<file path="config.mk">
export PLATFORM = sky130hd
export DESIGN_NAME = gpd_port_data
export DESIGN_NICKNAME = d
export VERILOG_FILES = /design/src/gpd_pkg.sv /design/src/gpd_port_data.sv
export SDC_FILE = /design/constraint.sdc
export NUM_CORES = 1
export LEC_CHECK = 0
export ABC_CLOCK_PERIOD_IN_PS = 2190
export BUFFER_PORTS_ARGS = -buffer_cell sky130_fd_sc_hd__buf_4
export CORE_MARGIN = 1
export CORE_UTILIZATION = 25
export DETAILED_ROUTE_END_ITERATION = 12
export PLACE_DENSITY = 0.66
export SLEW_MARGIN = 20
export SYNTH_ARGS = -nofsm -noshare
export SYNTH_HDL_FRONTEND = slang
export SYNTH_SLANG_ARGS = --single-unit
</file>
<file path="constraint.sdc">
create_clock -name ref_clk -period 2.19 [get_ports ref_clk]
set_input_delay 0.3285 -clock ref_clk [delete_from_list [all_inputs] [get_ports ref_clk]]
set_output_delay 0.3285 -clock ref_clk [all_outputs]
set_load 0.03 [all_outputs]
</file>
<file path="src/gpd_pkg.sv">
// package for the two-port gpio data register block
package gpd_pkg;

	localparam int          GPD_ADDR_W         = 8;
	localparam int          GPD_DATA_W         = 8;
	localparam int          GPD_PORT_W         = 8;

	// register offsets
	localparam logic [7:0]  GPD_OFF_FIRST      = 8'h00;
	localparam logic [7:0]  GPD_OFF_SECOND     = 8'h01;
	localparam logic [7:0]  GPD_OFF_RSVD       = 8'h02;

	// reset values and fixed read values
	localparam logic [7:0]  GPD_RST_FIRST      = 8'h00;
	localparam logic [7:0]  GPD_RST_SECOND     = 8'h00;
	localparam logic [7:0]  GPD_RSVD_READ      = 8'h00;
	localparam logic [7:0]  GPD_UNMAPPED_READ  = 8'h00;

	// direction bit value that selects output
	localparam logic        GPD_DIR_OUT        = 1'b1;

	typedef struct packed {
		logic [GPD_ADDR_W-1:0] addr;
		logic [GPD_DATA_W-1:0] wdata;
		logic                  wr;
		logic                  rd;
	} gpd_req_t;

	typedef struct packed {
		logic [GPD_PORT_W-1:0] first_port_bits;
		logic [GPD_PORT_W-1:0] second_port_bits;
	} gpd_pins_t;

endpackage

</file>
<file path="src/gpd_port_data.sv">
// two gpio port data registers with direction-dependent readback
`timescale 1ns/1ns

module gpd_port_data
(
	input  wire logic                          ref_clk,
	input  wire logic                          rst_b,
	input  wire gpd_pkg::gpd_req_t             bus_req,
	output logic [gpd_pkg::GPD_DATA_W-1:0]     bus_rdata,
	input  wire gpd_pkg::gpd_pins_t            dir_bits,
	input  wire gpd_pkg::gpd_pins_t            pin_in,
	output gpd_pkg::gpd_pins_t                 pin_out,
	output gpd_pkg::gpd_pins_t                 pin_oe
);
	import gpd_pkg::*;

	////////////////////////////////////////////////////////////////////////////////
	// readback mix: stored bit for outputs, pin level for inputs

	function automatic logic [GPD_PORT_W-1:0] gpd_mix
	(
		input logic [GPD_PORT_W-1:0] stored,
		input logic [GPD_PORT_W-1:0] pins,
		input logic [GPD_PORT_W-1:0] dir
	);
		gpd_mix = (stored & dir) | (pins & ~dir);
	endfunction

	////////////////////////////////////////////////////////////////////////////////
	// data registers

	logic [GPD_PORT_W-1:0] first_port_data_ff;
	logic [GPD_PORT_W-1:0] second_port_data_ff;
	logic [GPD_PORT_W-1:0] nxt_first_port_data;
	logic [GPD_PORT_W-1:0] nxt_second_port_data;

	always_comb
	begin
		nxt_first_port_data  = first_port_data_ff;
		nxt_second_port_data = second_port_data_ff;
		// writes accepted in any mode; reserved and unmapped writes fall through
		if (bus_req.wr)
		begin
			if (bus_req.addr == GPD_OFF_FIRST)
			begin
				nxt_first_port_data = bus_req.wdata;
			end
			else if (bus_req.addr == GPD_OFF_SECOND)
			begin
				nxt_second_port_data = bus_req.wdata;
			end
		end
	end

	always_ff @(posedge ref_clk)
	begin
		if (!rst_b)
		begin
			first_port_data_ff  <= GPD_RST_FIRST;
			second_port_data_ff <= GPD_RST_SECOND;
		end
		else
		begin
			first_port_data_ff  <= nxt_first_port_data;
			second_port_data_ff <= nxt_second_port_data;
		end
	end

	////////////////////////////////////////////////////////////////////////////////
	// read data, one cycle after the strobe; pin level sampled with the strobe

	logic [GPD_DATA_W-1:0] rdata_ff;
	logic [GPD_DATA_W-1:0] nxt_rdata;

	always_comb
	begin
		nxt_rdata = GPD_UNMAPPED_READ;
		if (bus_req.rd)
		begin
			unique case (bus_req.addr)
				GPD_OFF_FIRST:
				begin
					nxt_rdata = gpd_mix(first_port_data_ff, pin_in.first_port_bits,
						dir_bits.first_port_bits);
				end
				GPD_OFF_SECOND:
				begin
					nxt_rdata = gpd_mix(second_port_data_ff, pin_in.second_port_bits,
						dir_bits.second_port_bits);
				end
				GPD_OFF_RSVD:
				begin
					nxt_rdata = GPD_RSVD_READ;
				end
				default:
				begin
					nxt_rdata = GPD_UNMAPPED_READ;
				end
			endcase
		end
	end

	always_ff @(posedge ref_clk)
	begin
		if (!rst_b)
		begin
			rdata_ff <= GPD_UNMAPPED_READ;
		end
		else
		begin
			rdata_ff <= nxt_rdata;
		end
	end

	assign bus_rdata = rdata_ff;

	////////////////////////////////////////////////////////////////////////////////
	// pins: data always presented, enable follows direction

	// one assignment per output so each struct has a single driver
	assign pin_out = '{first_port_bits: first_port_data_ff, second_port_bits: second_port_data_ff};
	assign pin_oe  = dir_bits;

	////////////////////////////////////////////////////////////////////////////////
	// checker helpers: address map test and a shadow copy of the data registers

	function automatic logic gpd_is_mapped
	(
		input logic [GPD_ADDR_W-1:0] addr
	);
		gpd_is_mapped = (addr == GPD_OFF_FIRST) || (addr == GPD_OFF_SECOND) || (addr == GPD_OFF_RSVD);
	endfunction

	// the shadow is built from the bus alone, so a stray update of a data register shows up at once
	logic [GPD_PORT_W-1:0] shadow_first_ff;
	logic [GPD_PORT_W-1:0] shadow_second_ff;
	logic [GPD_PORT_W-1:0] nxt_shadow_first;
	logic [GPD_PORT_W-1:0] nxt_shadow_second;

	always_comb
	begin
		nxt_shadow_first  = shadow_first_ff;
		nxt_shadow_second = shadow_second_ff;
		if (bus_req.wr && bus_req.addr == GPD_OFF_FIRST)
		begin
			nxt_shadow_first = bus_req.wdata;
		end
		if (bus_req.wr && bus_req.addr == GPD_OFF_SECOND)
		begin
			nxt_shadow_second = bus_req.wdata;
		end
	end

	always_ff @(posedge ref_clk)
	begin
		if (!rst_b)
		begin
			shadow_first_ff  <= GPD_RST_FIRST;
			shadow_second_ff <= GPD_RST_SECOND;
		end
		else
		begin
			shadow_first_ff  <= nxt_shadow_first;
			shadow_second_ff <= nxt_shadow_second;
		end
	end

	////////////////////////////////////////////////////////////////////////////////
	// per-bit read source checks

	for (genvar bit_idx = 0; bit_idx < GPD_PORT_W; bit_idx++)
	begin : g_bit_chk

	end
endmodule

</file>
==> results by group <==
Clock tree
  – CTS-repair resized insts: 0
  – Clk slew on worst S/H paths: 80 ps
  – CTS root buf: clkbuf_8
  – CTS tree: done
  – CTS Sinks: 24
  – Max Root-Sink Buffers: 2
  – Clock Latency Late Sink: approximately 260 ps
  – Cts hold-fix bufs: 0
  – Total CTS buffers: 3
  – Postcts setup bufs: 0
  – H-Tree Depth: 1

Global routing
  – Vias in the first global route: between 1,000 and 1,500
  – Grt total ovfl: 0
  – Initial antenna violation count: 0
  – Met2 usage: 23.70%
  – First-pass GRT wire length: about 5.0 mm
  – Most Used Layer, Global Route: met2
  – Largest net degree at the start of global routing: 26
  – GRT Overall Usage: between 10 and 15%
  – Met3 usage: 2.813%
  – GRT met1 Usage: ~14%

Floorplanning
  – Starting density of the core: between 20 and 30%
  – Die Ht: 71.50 um
  – Die Area: between 5000 and 6000 sq um
  – Rows: 24
  – Core area: 4504 sq um
  – Num ports: 92
  – Die Width: between 70 and 80 um

STA
  – Setup Total Neg Slack: 0 ps
  – Period minus WS final: between 1000 and 1500 ps
  – Final Setup Violations: 0
  – Fmax: between 700 and 800 MHz
  – Clock skew: 2.172 ps
  – Hold Vio Cnt, Final: 0
  – RSZ-0062 raised after global routing: no
  – Slew Viols, Final: 0
  – Slew headroom: between 70% and 80%
  – Final worst slack: around 870 ps
  – Worst-margin pin slew: a little over 400 ps
  – Tcrit/Tclk final: between 60 and 70%

Place
  – Final HPWL DP: roughly 2.5 mm
  – Routability cong.: a little under 0.7
  – Buffers on Ports: 91
  – Pre-CTS setup slack: roughly 580 ps

Routing
  – DRC: 0
  – Final ANT Viol Nets: 0
  – TritonRoute pass-1 iters: 2
  – Vias per cell: ~4.4
  – DR iter-0 viols: 24
  – DRT Wirelength: between 3 and 4 mm
  – Via count: approximately 1,100
  – Avg WL per Cell: 12.76 um

Cells and area
  – Area of the multi-input gates: roughly 580 sq um
  – Fillers: 474
  – Sequential cell area: 480.5 sq um
  – Layout cells sized above 1: just under 50%
  – Nets@finish: roughly 250
  – Commonest cells after routing, fill and taps aside: 92 x buf_4, 32 x mux2i_1, 24 x nand2_1, 24 x dfxtp_1
  – Antenna diodes: 0
  – Most common cell after layout, fill and taps aside: buf_4
  – End-of-flow core utilization: between 40% and 50%
  – Area Overhead vs Synth: 53.99%

Critical path
  – Largest stage delay, worst path: between 700 and 800 ps
  – Setup CP Type: in -> reg
  – Crit path capture type: flop
  – Worst EP arrival: between 1500 and 2000 ps
  – Worst setup SP type: input port
  – Critical Path RT: approximately 2400 ps
  – Critical path buffer and inverter count: 1
  – Top Family by Delay on Critical Path: simple AND/OR/NAND/NOR gates
  – CP max stage cell: or4b_1
  – Worst-path fanout max: 8
  – Crit path cell chain: buf_4 > or4b_1 > o22ai_1 > and2_1

Power and ir drop
  – Peak VDD IR: 0.0001884 V
  – Pwr Density: 466.2 nW/um^2
  – Leakage: roughly 1 nW

Yosys
  – Gate Count Post-Synth: between 100 and 150
  – Syn. warnings: 0
  – Mapped Area: about 1200 sq um
  – Sequential share of the synthesized area: roughly two fifths
  – #FFs+latches synth: 24
  – Post-synth cell types: 15
  – Avg Cell Area, Syn: 9.659 sq um
  – Syn_nets: about 180

Job
  – Max-cap violations: 0

Run status
  – Status: completed

Min path
  – HP Class: in -> reg
area by class of cell:
| class | count | share of cell area [%] |
|---|---|---|
| clock buffer | 3 | 2.221 |
| multi-input combinational | 79 | 31.29 |
| sequential | 24 | 25.84 |
| tap | 52 | 3.499 |
| timing repair buffer | 92 | 37.15 |
tightest hold or removal path: cells and delay by family:
kind                   cells  cell delay (ps)
buffers and inverters      1              110
AND/OR/NAND/NOR            1               60
multiplexers               1               60
cells by family after synthesis:
logic type	Yosys count	synth area share [%]
AOI/OAI and AO/OA	8	4.145
and+or+nand+nor	39	17.51
buffers and inverters	22	12.02
DFF	24	39.79
muxes	32	26.53
worst paths after layout:
kind                            depth (start not counted)                               start  slack, ps                                   to
worst max-delay path                                    4                         bus_req[13]        870              bus_rdata[1]$_SDFF_PN0_
worst min-delay path                                    3                          bus_req[6]        340  second_port_data_ff[4]$_SDFFE_PN0P_
worst max register to register                          3  first_port_data_ff[0]$_SDFFE_PN0P_       1340              bus_rdata[0]$_SDFF_PN0_
worst min register to register                          2  first_port_data_ff[6]$_SDFFE_PN0P_        480   first_port_data_ff[6]$_SDFFE_PN0P_
report_power, final:
part	switching [W]	leakage, nW	internal (W)
logic	0.0000807	0.792	0.0000945
clock network	0.000132	0.0216	0.000123
registers	0.000000291	0.193	0.000436
metrics by stage:
| step | cell area, sq um | hold WS [ps] | power (W) | std cells |
|---|---|---|---|---|
| detailed placement | 1818 | 469.7 | 0.0006244 | 247 |
| global route | 1859 | 346.6 | 0.0009156 | 250 |
| CTS | 1859 | 331.2 | 0.0008838 | 250 |
| global placement | 1818 | 464.6 | 0.0006226 | 247 |
| floorplan | 1207 | 489.5 | 0.0005362 | 125 |
| finish | 1859 | 339.5 | 0.0008668 | 250 |
registers in the layout, indices dropped and copies added (netlist names):
signal,flops
bus_rdata,8
second_port_data_ff,8
first_port_data_ff,8
synthesized netlist by cell type, drive strengths merged:
library cell   n  share of area [%]
nand4b         1               0.73
dfxtp         24                 40
nor4           1                1.8
buf           18                 11
or4b           1               0.83
nand4          1                1.0
mux2i         32                 27
or4            1               0.62
and3           1               0.52
and2           8                4.1
nor3           1               0.41
nand2         24                7.5
o22ai          8                4.1
clkbuf         4                1.2
per-layer routing:
metal	up-vias	wire, um	share of wire [%]
li1	567	-	-
met1	487	1278	40
met2	47	1650	52
met3	2	238	7.5
met4	0	23	0.72
met5	-	0	0
Power figures use the tool's default switching activity.
